[src/verilog/ibb_pkg.sv]
// constants, field layout and types for the two-pin indicator blink/breathe block
// assumes a single 100 MHz clock and a byte-wide register port in the same domain
//
// What this block does
// polarity bit 7 inverts indicator output
// blink period rate times 50 ms, 50% duty
// breathe active time rate times 500 ms
// blink continues for trail time after stop
// breathe sleeps trail times 500 ms between breaths
// run bit starts the pattern timer
// started blink or breath never cut short; the block ends a breath at once on run clear, and either on bit 0 clear
// breathe stops at once when run clears
// bit 0 selects general pin or indicator
// second identical instance at 0x0808 and 0x0809
// general output data ignored in indicator function
// general input data invalid in indicator function
// breathe is a pwm brightness ramp up/down
// polarity applied after pattern generator, both modes
package ibb_pkg;
    // ------------------------------------------------------------
    // register map
    // ------------------------------------------------------------
    localparam logic [15:0] IBB_IND0_PATTERN_OFS = 16'h0806; // indicator0_pattern_cfg
    localparam logic [15:0] IBB_IND0_RUN_OFS = 16'h0807; // indicator0_run_cfg
    localparam logic [15:0] IBB_IND1_PATTERN_OFS = 16'h0808; // indicator1_pattern_cfg
    localparam logic [15:0] IBB_IND1_RUN_OFS = 16'h0809; // indicator1_run_cfg
    localparam logic [7:0] IBB_CFG_RESET = 8'h00; // all config bytes clear at reset

    // ------------------------------------------------------------
    // field positions
    // ------------------------------------------------------------
    localparam int IBB_POLARITY_BIT = 7; // pattern cfg: invert output
    localparam int IBB_MODE_BIT = 6; // pattern cfg: 0 blink, 1 breathe
    localparam int IBB_RATE_MSB = 5; // pattern cfg: rate field 5:0
    localparam int IBB_TRAIL_LSB = 2; // run cfg: trail_duration 7:2
    localparam int IBB_RUN_BIT = 1; // run cfg: pattern_run
    localparam int IBB_FUNC_BIT = 0; // run cfg: function select

    // ------------------------------------------------------------
    // timing
    // ------------------------------------------------------------
    localparam int IBB_CLK_KHZ = 100000; // mclk rate
    localparam int IBB_BLINK_STEP_MS = 50; // blink and trail unit
    localparam int IBB_BREATHE_STEP_MS = 500; // breath and sleep unit
    // half a blink step, so a 50% duty period splits into two equal halves
    localparam int IBB_HALF_STEP_CYC = IBB_BLINK_STEP_MS * IBB_CLK_KHZ / 2;
    localparam int IBB_HALVES_PER_BREATHE = IBB_BREATHE_STEP_MS * 2 / IBB_BLINK_STEP_MS;
    localparam logic [7:0] IBB_RAMP_STEP = 8'h1A; // brightness change per half step

    // ------------------------------------------------------------
    // types
    // ------------------------------------------------------------
    typedef enum logic [3:0] {
        IBB_IDLE = 4'b0001,
        IBB_BLINK = 4'b0010,
        IBB_BREATHE = 4'b0100,
        IBB_SLEEP = 4'b1000
    } ibb_state_e;

    typedef struct packed {
        ibb_state_e st; // pattern state
        logic [31:0] pre; // half-step prescaler
        logic [11:0] phase; // half steps inside current half period or breath
        logic [7:0] trail; // half steps elapsed since run cleared
        logic lit; // blink level
        logic [7:0] level; // breathe brightness
        logic [1:0] pin_sync; // two-stage input synchroniser
        logic pin_out; // pin drive value
        logic pin_oe; // pin drive enable
        logic gpin; // general input data seen by software
    } ibb_ch_s;
endpackage : ibb_pkg
[src/verilog/ibb_indicator_ctrl.sv]
// two indicator pin controllers with byte registers, blink and breathe engines
// assumes the register port is synchronous to mclk; pins come from outside
`timescale 1ns/1ps
`default_nettype none

module ibb_indicator_ctrl
    import ibb_pkg::*;
#(
    parameter int HALF_STEP_CYC = IBB_HALF_STEP_CYC // shorten for simulation
) (
    input wire logic mclk,
    input wire logic srst,
    input wire logic [15:0] reg_addr,
    input wire logic reg_wr,
    input wire logic [7:0] reg_wdata,
    input wire logic reg_rd,
    output logic [7:0] reg_rdata,
    input wire logic [1:0] gpio_out_data,
    input wire logic [1:0] gpio_dir,
    output logic [1:0] gpio_in_data,
    output logic [1:0] gpio_in_valid,
    input wire logic [1:0] pin_in,
    output logic [1:0] pin_out,
    output logic [1:0] pin_oe
);

    // ------------------------------------------------------------
    // state
    // ------------------------------------------------------------
    typedef struct packed {
        logic [1:0][7:0] pat; // pattern cfg per channel
        logic [1:0][7:0] run; // run cfg per channel
        logic [7:0] rdata; // read data
        logic [1:0] gval; // general input valid, lines up with gpin
        logic [7:0] pwm; // shared pwm ramp
        ibb_ch_s [1:0] ch; // per-channel engine
    } ibb_top_s;

    ibb_top_s s_q;
    ibb_top_s s_d;

    // a zero rate would give a zero-length period; treat it as one step
    function automatic logic [5:0] ibb_min1(input logic [5:0] v);
        return (v == 6'h00) ? 6'h01 : v;
    endfunction

    // ------------------------------------------------------------
    // next-state logic
    // ------------------------------------------------------------
    always_comb begin
        logic [5:0] rate;
        logic [5:0] tr;
        logic tick;
        logic ind;
        logic runb;
        logic patv;
        logic [11:0] breath_len;
        logic [11:0] sleep_len;
        rate = 6'h00;
        tr = 6'h00;
        tick = 1'b0;
        ind = 1'b0;
        runb = 1'b0;
        patv = 1'b0;
        breath_len = 12'h000;
        sleep_len = 12'h000;
        s_d = s_q;
        s_d.pwm = s_q.pwm + 8'h01;

        // register writes; each of the four bytes has its own address compare
        if (reg_wr && reg_addr == IBB_IND0_PATTERN_OFS) begin
            s_d.pat[0] = reg_wdata;
        end else if (reg_wr && reg_addr == IBB_IND0_RUN_OFS) begin
            s_d.run[0] = reg_wdata;
        end else if (reg_wr && reg_addr == IBB_IND1_PATTERN_OFS) begin
            s_d.pat[1] = reg_wdata;
        end else if (reg_wr && reg_addr == IBB_IND1_RUN_OFS) begin
            s_d.run[1] = reg_wdata;
        end

        // register reads; unmapped addresses read as zero
        if (reg_rd) begin
            if (reg_addr == IBB_IND0_PATTERN_OFS) begin
                s_d.rdata = s_q.pat[0];
            end else if (reg_addr == IBB_IND0_RUN_OFS) begin
                s_d.rdata = s_q.run[0];
            end else if (reg_addr == IBB_IND1_PATTERN_OFS) begin
                s_d.rdata = s_q.pat[1];
            end else if (reg_addr == IBB_IND1_RUN_OFS) begin
                s_d.rdata = s_q.run[1];
            end else begin
                s_d.rdata = 8'h00;
            end
        end

        // per-channel engines, both identical
        for (int i = 0; i < 2; i++) begin
            rate = ibb_min1(s_q.pat[i][IBB_RATE_MSB:0]);
            tr = s_q.run[i][7:IBB_TRAIL_LSB];
            ind = s_q.run[i][IBB_FUNC_BIT];
            runb = s_q.run[i][IBB_RUN_BIT];
            breath_len = 12'(rate * IBB_HALVES_PER_BREATHE);
            sleep_len = 12'(tr * IBB_HALVES_PER_BREATHE);
            s_d.ch[i].pin_sync = {s_q.ch[i].pin_sync[0], pin_in[i]};

            // half-step prescaler runs only while a pattern is active
            tick = (s_q.ch[i].pre == 32'(HALF_STEP_CYC - 1));
            s_d.ch[i].pre = tick ? 32'h00000000 : s_q.ch[i].pre + 32'h00000001;

            // trail counter: half steps since run went low, saturating
            if (runb) begin
                s_d.ch[i].trail = 8'h00;
            end else if (tick && s_q.ch[i].trail != 8'hFF) begin
                s_d.ch[i].trail = s_q.ch[i].trail + 8'h01;
            end

            case (s_q.ch[i].st)
                IBB_IDLE: begin
                    s_d.ch[i].pre = 32'h00000000;
                    s_d.ch[i].phase = 12'h000;
                    s_d.ch[i].lit = 1'b0;
                    s_d.ch[i].level = 8'h00;
                    // timer restarts from zero so the first cycle is full length
                    if (ind && runb) begin
                        if (s_q.pat[i][IBB_MODE_BIT]) begin
                            s_d.ch[i].st = IBB_BREATHE;
                        end else begin
                            s_d.ch[i].st = IBB_BLINK;
                            s_d.ch[i].lit = 1'b1;
                        end
                    end
                end
                IBB_BLINK: begin
                    // each half period lasts rate half steps: 50% duty
                    if (tick) begin
                        if (s_q.ch[i].phase == 12'(rate - 6'h01)) begin
                            s_d.ch[i].phase = 12'h000;
                            s_d.ch[i].lit = ~s_q.ch[i].lit;
                            // run clear stops only at a period boundary, never mid-blink
                            if (!s_q.ch[i].lit && !runb &&
                                s_q.ch[i].trail >= {1'b0, tr, 1'b0}) begin
                                s_d.ch[i].st = IBB_IDLE;
                                s_d.ch[i].lit = 1'b0;
                            end
                        end else begin
                            s_d.ch[i].phase = s_q.ch[i].phase + 12'h001;
                        end
                    end
                end
                IBB_BREATHE: begin
                    // ramp up for the first half of the breath, down for the second
                    if (tick) begin
                        if (s_q.ch[i].phase < {1'b0, breath_len[11:1]}) begin
                            s_d.ch[i].level = (s_q.ch[i].level > 8'hFF - IBB_RAMP_STEP) ?
                                8'hFF : s_q.ch[i].level + IBB_RAMP_STEP;
                        end else begin
                            s_d.ch[i].level = (s_q.ch[i].level < IBB_RAMP_STEP) ?
                                8'h00 : s_q.ch[i].level - IBB_RAMP_STEP;
                        end
                        if (s_q.ch[i].phase == breath_len - 12'h001) begin
                            s_d.ch[i].phase = 12'h000;
                            s_d.ch[i].level = 8'h00;
                            s_d.ch[i].st = (sleep_len == 12'h000) ? IBB_BREATHE : IBB_SLEEP;
                        end else begin
                            s_d.ch[i].phase = s_q.ch[i].phase + 12'h001;
                        end
                    end
                    if (!runb) begin
                        s_d.ch[i].st = IBB_IDLE;
                    end
                end
                IBB_SLEEP: begin
                    // dark gap between breaths
                    if (tick) begin
                        if (s_q.ch[i].phase >= sleep_len - 12'h001) begin
                            s_d.ch[i].phase = 12'h000;
                            s_d.ch[i].st = IBB_BREATHE;
                        end else begin
                            s_d.ch[i].phase = s_q.ch[i].phase + 12'h001;
                        end
                    end
                    if (!runb) begin
                        s_d.ch[i].st = IBB_IDLE;
                    end
                end
                default: begin
                    s_d.ch[i].st = IBB_IDLE;
                end
            endcase

            // leaving indicator function drops the pattern at once
            if (!ind) begin
                s_d.ch[i].st = IBB_IDLE;
            end

            // pattern level, then polarity on top of either mode
            if (s_q.ch[i].st == IBB_BLINK) begin
                patv = s_q.ch[i].lit;
            end else if (s_q.ch[i].st == IBB_BREATHE) begin
                patv = (s_q.pwm < s_q.ch[i].level);
            end else begin
                patv = 1'b0;
            end

            // pin mux: indicator drives always, general pin follows its direction
            if (ind) begin
                s_d.ch[i].pin_out = patv ^ s_q.pat[i][IBB_POLARITY_BIT];
                s_d.ch[i].pin_oe = 1'b1;
                s_d.ch[i].gpin = 1'b0;
                s_d.gval[i] = 1'b0;
            end else begin
                s_d.ch[i].pin_out = gpio_out_data[i];
                s_d.ch[i].pin_oe = gpio_dir[i];
                s_d.ch[i].gpin = s_q.ch[i].pin_sync[1];
                // valid flag is a flop too, so it never leads the data by a cycle
                s_d.gval[i] = 1'b1;
            end
        end
    end

    // ------------------------------------------------------------
    // state register
    // ------------------------------------------------------------
    always_ff @(posedge mclk) begin
        if (srst) begin
            s_q <= '0;
            s_q.pat <= {IBB_CFG_RESET, IBB_CFG_RESET};
            s_q.run <= {IBB_CFG_RESET, IBB_CFG_RESET};
            s_q.gval <= 2'b11;
            s_q.ch[0].st <= IBB_IDLE;
            s_q.ch[1].st <= IBB_IDLE;
        end else begin
            s_q <= s_d;
        end
    end

    // ------------------------------------------------------------
    // outputs, all straight from flops
    // ------------------------------------------------------------
    assign reg_rdata = s_q.rdata;
    assign pin_out = {s_q.ch[1].pin_out, s_q.ch[0].pin_out};
    assign pin_oe = {s_q.ch[1].pin_oe, s_q.ch[0].pin_oe};
    assign gpio_in_data = {s_q.ch[1].gpin, s_q.ch[0].gpin};
    assign gpio_in_valid = s_q.gval;

endmodule // ibb_indicator_ctrl

`default_nettype wire

[config.mk]
export PLATFORM = sky130hd
export DESIGN_NAME = ibb_indicator_ctrl
export DESIGN_NICKNAME = d
export VERILOG_FILES = /design/src/verilog/ibb_pkg.sv /design/src/verilog/ibb_indicator_ctrl.sv
export SDC_FILE = /design/constraint.sdc
export NUM_CORES = 1
export LEC_CHECK = 0
export ABC_AREA = 1
export BUFFER_PORTS_ARGS = -buffer_cell sky130_fd_sc_hd__buf_2
export CAP_MARGIN = 20
export CORE_MARGIN = 2
export CORE_UTILIZATION = 36
export DETAILED_ROUTE_END_ITERATION = 10
export RECOVER_POWER = 25
export SLEW_MARGIN = 30
export SYNTH_ARGS = -nofsm -noshare
export SYNTH_HDL_FRONTEND = slang
export SYNTH_SLANG_ARGS = --single-unit
[constraint.sdc]
create_clock -name mclk -period 4.3 [get_ports mclk]
set_clock_uncertainty 0.2 [all_clocks]
set_input_delay 0.215 -clock mclk [delete_from_list [all_inputs] [get_ports mclk]]
set_output_delay 0.215 -clock mclk [all_outputs]
set_load 0.005 [all_outputs]
==> flow_summary.ini, run 1 <==
[run_status]
outcome = finished clean

[synth]
synth_top_family_by_area = simple AND/OR/NAND/NOR gates
avgSynthCellArea_um2 = 6.535
synth_cell_types = 60
synth-compound-area-share = 0.1255
synthAdderAreaFrac = 0.09527
synth_area_um2 = 13840
async_reset_ff_frac = 0
synth_top_area_share = 0.2748
yosys.area_share.simple = 0.3553
synthesis.instances = 2118
synth.largest_area_cell = dfxtp_1
synth_ff_type = dfxtp_1
synth_edf_count = 0
synthXorXnorAreaFrac = 0.03914
ys_seq_area_frac = 0.2748
ys_seq_elements = 190
ys_top_cells_by_area = dfxtp_1, nand2_1, ha_1
synth_nets = 2255
muxShareOfSynthArea = 0
ys_warn_count = 0

[clocking]
insertion_delay_ps = 460
clkSinkCount = 190
clkSlewWorstSetupHoldPaths_ps = 80
cts_tree = yes
cts-root-buf = clkbuf_16
h-tree-depth = 4
clockBufferDepth = 2
postCtsSetupRepairBufs = 0
numCtsBuffers = 17

[timing]
relSlewSlack = 0.3609
worst_pin_slew_ps = 949.9
fmax_mhz = 261.7
slew_violations = 0
rsz0062_at_grt = false
hold_viol_final = 0
post-route-period-util = 0.8886
period_needed_ps = 3821
fin_tns_setup_ps = 0
setup_violations = 0

[global_route]
grt_pass1_wl_um = 61010
grt_overflow_total = 0
antenna_found_initial = 1
gr-usage-all-layers = 0.1895
grt_max_degree = 70
grt_pass1_vias = 12584

[route]
drt_iter0_drc = 843
ant_nets = 0
drt-total-wl_um = 36680
vias_per_cell = 4.977
routedWlPerCell_um = 13.76
vias = 13268
firstDrtPassIters = 5
post-route-drc-count = 0

[final_layout]
areaGrowthSynthToFinish_pct = 9.654
num-fill-cells = 4021
final_util = 0.4020
fin_nets = 2278
multi_input_area_um2 = 8501
drive_gt1_frac = 0.07753
fin_area_um2 = 15180
regArea_um2 = 3804
final_cells = 2666
mostFrequentLayoutCell = nand2_1
final_cell_mix = nand2_1, inv_1, nor2_1

[floorplan]
ioPinCount = 50
die_w_um = 200.1
die_area_um2 = 40030
coreArea_um2 = 37760
num_rows = 71
initial_utilization = 0.3666
die_h_um = 200.1

[setup_path]
endpoint_kind = flip-flop
r2r-start = s_q[177]
cp-start-kind = flip-flop
cp.arrival_ps = 3920
critical_path_class = flip-flop to flip-flop
cp_data_required_time_ps = 4400
startpoint = s_q[177]
r2r_cells = 18
crit_fanout = 11

[pwr]
vdd.ir_drop.worst_v = 0.0002474
p_per_area_nw_per_um2 = 238.7
p_total_uw = 3623
p_leak_uw = 0.006566

[worst_hold_path]
whs_path_depth = 3
hold_class = input port to flip-flop
min_from = reg_wr

[placed_design]
numPortBuffers = 49
hpwl_um = 28240
dpl_cell_area_um2 = 14420
globalplace.congestion = 0.8957
dp.cells = 2618

[flow_run]
drv_cap = 0
## kinds of logic (layout without fill, tap and decap cells)
logic type,after synthesis,count (layout)
AND/OR/NAND/NOR,1080,1080
buffers and inverters,378,414
AO/OA/AOI/OAI,306,306
flip-flops,190,190
adder cells (fa/ha/maj),103,103
XOR/XNOR,61,61
other,0,1
## power breakdown
group          internal, uW  switching, uW
combinational          37.9           59.0
sequential             1760           4.18
clock                   925            833
total                  2730            896
## repair_timing
item                      4_1_cts  5_1_grt
hold endpoints to repair       46        0
hold buffers                   15        0
gates resized for setup         0        0
## critical path, cell delays in order (launching register included)
cell      delay (ps)
dfxtp_1          490
nor2_2            80
nand3_1          170
nand2_2          150
ha_1             230
ha_1             190
inv_1             80
fa_1             490
ha_1             320
a21oi_1          130
nor2_1            50
a211oi_1         170
nand3_1          100
nand2_1          120
nand2_1          220
nor2_1           210
nand3b_1         100
nand3_1           80
a21oi_1           60
## routing by layer
metal,vias up,global-route usage,share of wire
met2,232,0.3194,0.46
met4,0,0.07106,0.025
met1,6020,0.2431,0.47
met5,-,0,0
met3,48,0.03125,0.039
li1,6968,-,-
## stage by stage
stage	worst slack, ps	hold slack, ps
finish	478.9	203.3
global route	75.26	222.9
CTS	504.9	27.79
detailed placement	537.0	197.9
global placement	604.5	196.3
floorplan	873.7	122.0
## synthesized netlist by cell type (6+ instances only)
| master | instances |
|---|---|
| dfxtp_1 | 190 |
| buf_2 | 13 |
| a211oi_1 | 16 |
| clkbuf_1 | 27 |
| nand4_1 | 47 |
| buf_4 | 18 |
| nand3b_1 | 8 |
| nor2_2 | 11 |
| ha_1 | 99 |
| nor4_1 | 22 |
| xor2_1 | 43 |
| nor2_1 | 250 |
| o21ai_0 | 82 |
| inv_2 | 11 |
| o31ai_1 | 9 |
| o22ai_1 | 8 |
| inv_1 | 297 |
| nand3_1 | 152 |
| or2_2 | 9 |
| nand2_4 | 6 |
| o21a_1 | 9 |
| nand2_1 | 449 |
| a21oi_1 | 148 |
| xnor2_1 | 17 |
| a21oi_2 | 11 |
| nor3b_1 | 19 |
| nand2_2 | 25 |
| nor3_1 | 55 |
## flip-flops by register name (all words and copies together) (netlist names)
signal and cells:
s_q 172, reg_rdata 8, gpio_in_data 2, gpio_in_valid 2, pin_oe 2, pin_out 2
s_d 2
## worst paths after layout
check / endpoint / slack (ps)
hold reg to reg: s_q[4] / 210
setup / recovery: s_q[8] / 480
hold / removal: s_q[167] / 200
setup reg to reg: s_q[8] / 480
## area by class of cell
cell class | count | share of cell area
Antenna cell | 1 | 0.0001649
Timing Repair Buffer | 68 | 0.02671
Clock buffer | 19 | 0.02984
Tap cell | 511 | 0.04212
Inverter | 314 | 0.07782
Multi-Input combinational cell | 1550 | 0.5601
Clock inverter | 13 | 0.01269
Sequential cell | 190 | 0.2506
(Power assumes the default switching activity.)
==> run 2: changes to the inputs <==
--- a/config.mk
+++ b/config.mk
@@ -9,7 +9,7 @@
 export BUFFER_PORTS_ARGS = -buffer_cell sky130_fd_sc_hd__buf_2
 export CAP_MARGIN = 20
 export CORE_MARGIN = 2
-export CORE_UTILIZATION = 36
+export CORE_UTILIZATION = 25
 export DETAILED_ROUTE_END_ITERATION = 10
 export RECOVER_POWER = 25
 export SLEW_MARGIN = 30
==> flow_summary.ini, run 2 (synthesis results as in run 1) <==
[route]
drt_iter0_drc = 894
vias_per_cell = 4.574
post-route-drc-count = 0
ant_nets = 0
vias = 13086
routedWlPerCell_um = 12.70
firstDrtPassIters = 5
drt-total-wl_um = 36340

[setup_path]
cp.arrival_ps = 3920
critPathMaxStageDelay_ps = 570
cpMostUsedCell = nand2_1
regToRegEndpoint = s_q[28]
cp-start-kind = flip-flop
endpoint_kind = flip-flop
r2r-start = s_q[177]
reg2reg_slack_ps = 480
crit_fanout = 12
critical_path_class = flip-flop to flip-flop
cp_data_required_time_ps = 4390
startpoint = s_q[177]
crit_end = s_q[28]
slowest_stage = fa_1
r2r_cells = 20
path_cells = nor2_2, nand3_1, nand2_2, ha_1, ha_1, inv_1, fa_1, nand2_1, nor2_1, nand4_1, nor2_2, nand3_1, nand2_1, nand2_1, nor2_1, nand2_1, nand2_2, nand3_2, nand3_1, a21oi_1

[pwr]
clockPowerShare = 0.476
p_per_area_nw_per_um2 = 231.3
p_seq_frac = 0.496
cell_internal_pwr_uw = 2704
combinationalPowerShare = 0.028
switching_share = 0.2414
p_total_uw = 3565
power_switching_uw = 860.4
p_leak_uw = 0.006561
vdd.ir_drop.worst_v = 0.0002473

[placed_design]
post-place-ws_ps = 562.1
globalplace.congestion = 0.8574
hpwl_um = 28180
numPortBuffers = 49
dpl_cell_area_um2 = 14670

[floorplan]
coreArea_um2 = 54880
die_area_um2 = 57270
num_rows = 86
die_h_um = 239.3
die_w_um = 239.3
ioPinCount = 50
initial_utilization = 0.2522

[final_layout]
top_register = s_q
mostFrequentLayoutCell = nand2_1
fin_nets = 2280
regArea_um2 = 3804
fin_area_um2 = 15410
drive_gt1_frac = 0.07839
areaGrowthSynthToFinish_pct = 11.35
largest_reg_flops = 172
multi_input_area_um2 = 8521
final_cell_mix = nand2_1, inv_1, nor2_1
num-fill-cells = 6121

[clocking]
insertion_delay_ps = 490
postCtsHoldBufs = 16
numCtsBuffers = 17
clockBufferDepth = 2
clkSlewWorstSetupHoldPaths_ps = 70
cts-root-buf = clkbuf_16
clkSinkCount = 190
cts_resized = 0
cts_tree = yes
h-tree-depth = 4
postCtsSetupRepairBufs = 0

[run_status]
violations = max-capacitance violations, max-slew violations
outcome = finished with violations

[timing]
setup_violations = 0
fin_ws_ps = 475.3
post-route-period-util = 0.8895
fin_tns_setup_ps = 0
relSlewSlack = -0.1428
rsz0062_at_grt = false
hold_viol_final = 0
slew_violations = 70
period_needed_ps = 3825
fmax_mhz = 261.5
worst_pin_slew_ps = 1714

[global_route]
grt_max_degree = 70
grt_pass1_wl_um = 61190
grt_overflow_total = 0
antenna_found_initial = 2
gr-usage-all-layers = 0.1327
grt_pass1_vias = 12112

[flow_run]
drv_cap = 1

[worst_hold_path]
hold_class = input port to flip-flop
min_from = reg_wr
[run 2: cell count changes in the layout (fill, tap and decap cells not counted), sizes merged]
cell,change
clkinvlp,+1
buf,-1
clkinv,-1
clkbuf,+2
dlygate4sd3,+1
[run 2: layout make-up]
type	instances	share of cell area
Multi-Input combinational cell	1550	0.5528
Sequential cell	190	0.2468
Inverter	314	0.07663
Tap cell	704	0.05715
Clock buffer	19	0.02939
Timing Repair Buffer	70	0.02711
Clock inverter	13	0.009985
Antenna cell	1	0.0001624
[run 2: how the worst min path moves through the flow]
stage / cells after the start / slack [ps] / endpoint
2_1_floorplan: 2 / 120 / s_d[4]
3_3_place_gp: 2 / 190 / s_q[74]
3_5_place_dp: 2 / 200 / s_q[74]
4_1_cts: 3 / 110 / s_q[169]
5_1_grt: 3 / 230 / s_q[167]
6_report: 3 / 150 / s_q[173]
[run 2: metal layers]
layer  wire (um)  part of all wire  up-vias  track usage
met4         968             0.027        0      0.05284
met3        1456             0.040       39      0.02040
met2       16400              0.45      230       0.2163
met5           0                 0        -            0
met1       17520              0.48     5843       0.1750
li1            -                 -     6974            -
[run 2: stage by stage]
stage / utilization / hold slack, ps / std cells
6_report: 0.2809 / 150.2 / 2861
3_3_place_gp: 0.2673 / 191.8 / 2812
4_1_cts: 0.2813 / 112.8 / 2860
3_5_place_dp: 0.2673 / 195.2 / 2812
2_1_floorplan: - / 122.0 / 2118
5_1_grt: 0.2809 / 227.4 / 2861
[run 2: worst max-delay path, delay by kind of cell (launching register included)]
kind                     cells  cell delay [ps]
AND/OR/NAND/NOR             15             2020
buffers and inverters        1               60
flip-flops                   1              400
AO/OA/AOI/OAI                1               70
adder cells (fa/ha/maj)      3              890
[run 2: power groups by stage]
stage                     Clock [uW]  Sequential, uW  Combinational (uW)
final                           1700            1770                 101
after global placement             0            1810                89.9
after floorplan                    0            1810                50.5
after CTS                       1760            1770                 103
after global routing            1820            1770                 113
after detailed placement           0            1810                90.4
==> run 3: changes to the inputs <==
--- a/config.mk
+++ b/config.mk
@@ -6,11 +6,10 @@
 export NUM_CORES = 1
 export LEC_CHECK = 0
 export ABC_AREA = 1
-export BUFFER_PORTS_ARGS = -buffer_cell sky130_fd_sc_hd__buf_2
 export CAP_MARGIN = 20
-export CORE_MARGIN = 2
 export CORE_UTILIZATION = 25
 export DETAILED_ROUTE_END_ITERATION = 10
+export DONT_BUFFER_PORTS = 1
 export RECOVER_POWER = 25
 export SLEW_MARGIN = 30
 export SYNTH_ARGS = -nofsm -noshare
==> flow_summary.ini, run 3 (synthesis results as in run 1) <==
[run_status]
outcome = finished with violations
violations = max-capacitance violations, max-slew violations

[final_layout]
mostFrequentLayoutCell = nand2_1
fin_nets = 2237
largest_reg_flops = 172
drive_gt1_frac = 0.06815
areaGrowthSynthToFinish_pct = 10.36
final_cell_mix = nand2_1, inv_1, nor2_1
top_register = s_q
fin_area_um2 = 15280

[pwr]
vdd.ir_drop.worst_v = 0.0002440
p_total_uw = 3548
p_per_area_nw_per_um2 = 232.3
p_leak_uw = 0.006453

[clocking]
clkSlewWorstSetupHoldPaths_ps = 90
numCtsBuffers = 17
h-tree-depth = 4
cts-root-buf = clkbuf_16
clockBufferDepth = 2
clkSinkCount = 190
cts_tree = yes
insertion_delay_ps = 500

[timing]
worst_pin_slew_ps = 1510
period_needed_ps = 3946
rsz0062_at_grt = false
fmax_mhz = 253.4
setup_violations = 0
fin_ws_ps = 354.2
post-route-period-util = 0.9176
relSlewSlack = -0.006554
slew_violations = 35
fin_tns_setup_ps = 0
hold_viol_final = 0

[floorplan]
coreArea_um2 = 54240
die_area_um2 = 56310
num_rows = 85
ioPinCount = 50
initial_utilization = 0.2552
die_w_um = 237.3
die_h_um = 237.3

[placed_design]
hpwl_um = 28280
numPortBuffers = 0
globalplace.congestion = 0.8577
dpl_cell_area_um2 = 14410
post-place-ws_ps = 560.0

[setup_path]
cp_data_required_time_ps = 4550
cp.arrival_ps = 4190
cpMostUsedCell = nand2_1
critical_path_class = flip-flop to flip-flop
cp-start-kind = flip-flop
crit_fanout = 8
path_cells = nor2_2, nand3_2, nand2_4, ha_1, ha_1, inv_1, fa_2, nand2_1, nor2_1, nand4_1, nor2_2, nand2_1, nand2_1, nand2_1, nand2_1, nor2_1, nand2_1, nand2_2, nor2_4, nand3_1, a21oi_1, dlygate4sd3_1
slowest_stage = fa_2
critPathMaxStageDelay_ps = 580
endpoint_kind = flip-flop

[flow_run]
drv_cap = 1

[route]
ant_nets = 0
vias_per_cell = 4.647
vias = 13066
drt-total-wl_um = 36700
firstDrtPassIters = 5
drt_iter0_drc = 841
routedWlPerCell_um = 13.05
post-route-drc-count = 0

[global_route]
grt_pass1_vias = 11972
grt_pass1_wl_um = 59930
grt_max_degree = 73
grt_overflow_total = 0
gr-usage-all-layers = 0.1326
antenna_found_initial = 8

[worst_hold_path]
hold_class = input port to flip-flop
run 3: changes by cell type in the layout (fill, tap and decap cells not counted), moves of 2 or more:
cell,change
clkbuf_1,-15
inv_6,+2
diode_2,+2
dfxtp_1,-2
dfxtp_2,+2
clkinv_8,+2
buf_4,+3
dlygate4sd3_1,+3
inv_8,-2
buf_2,-34
run 3: metrics by stage:
step                        util  instances  hold slack (ps)
after floorplan                -       2118            122.0
after global placement    0.2656       2754            127.2
after detailed placement  0.2656       2754            129.0
after CTS                 0.2810       2806            30.90
after global routing      0.2816       2812            109.5
final                     0.2816       2812            69.79
run 3: worst paths after layout:
path	from	end	slack [ps]	cells past startpoint
worst max-delay path	s_q[177]	s_q[11]	350	22
worst min-delay path	reg_wr	s_q[179]	70	2
worst max register to register	s_q[177]	s_q[11]	350	22
worst min register to register	s_d[4]	s_q[4]	200	2
run 3: final cells by class:
| type | count | area (um2) |
|---|---|---|
| antenna | 3 | 7.507 |
| timing repair buffer | 27 | 266.5 |
| clock buffer | 18 | 439.2 |
| clock inverter | 14 | 176.4 |
| fill | 6040 | 38960 |
| inverter | 314 | 1181 |
| multi-input combinational | 1550 | 8528 |
| sequential | 190 | 3806 |
| tap | 696 | 870.8 |
run 3: metal layers:
metal,track usage,vias to the layer above,wire (um)
li1,-,6876,-
met1,0.1682,5923,17560
met2,0.2135,209,16380
met3,0.02903,48,1587
met4,0.06139,10,1115
met5,0,-,52
run 3: critical path: cells and delay by family, from the launching register on:
kind | cells | cell delay [ps]
buf+inv | 2 | 620
fa+ha+maj | 3 | 900
compound gates | 1 | 120
flops | 1 | 370
simple gates | 16 | 1700
run 3: where the power goes:
part / internal [uW] / leakage [uW] / switching (uW)
logic: 31.2 / 0.00462 / 53.1
registers: 1760 / 0.00153 / 4.37
clock network: 891 / 0.000295 / 804
run 3: timing repair:
item	in CTS	in global routing
hold buffers	20	0
hold endpoints to repair	133	0
endpoints found under the setup margin	0	1
setup buffers	0	3
resized for setup	0	9
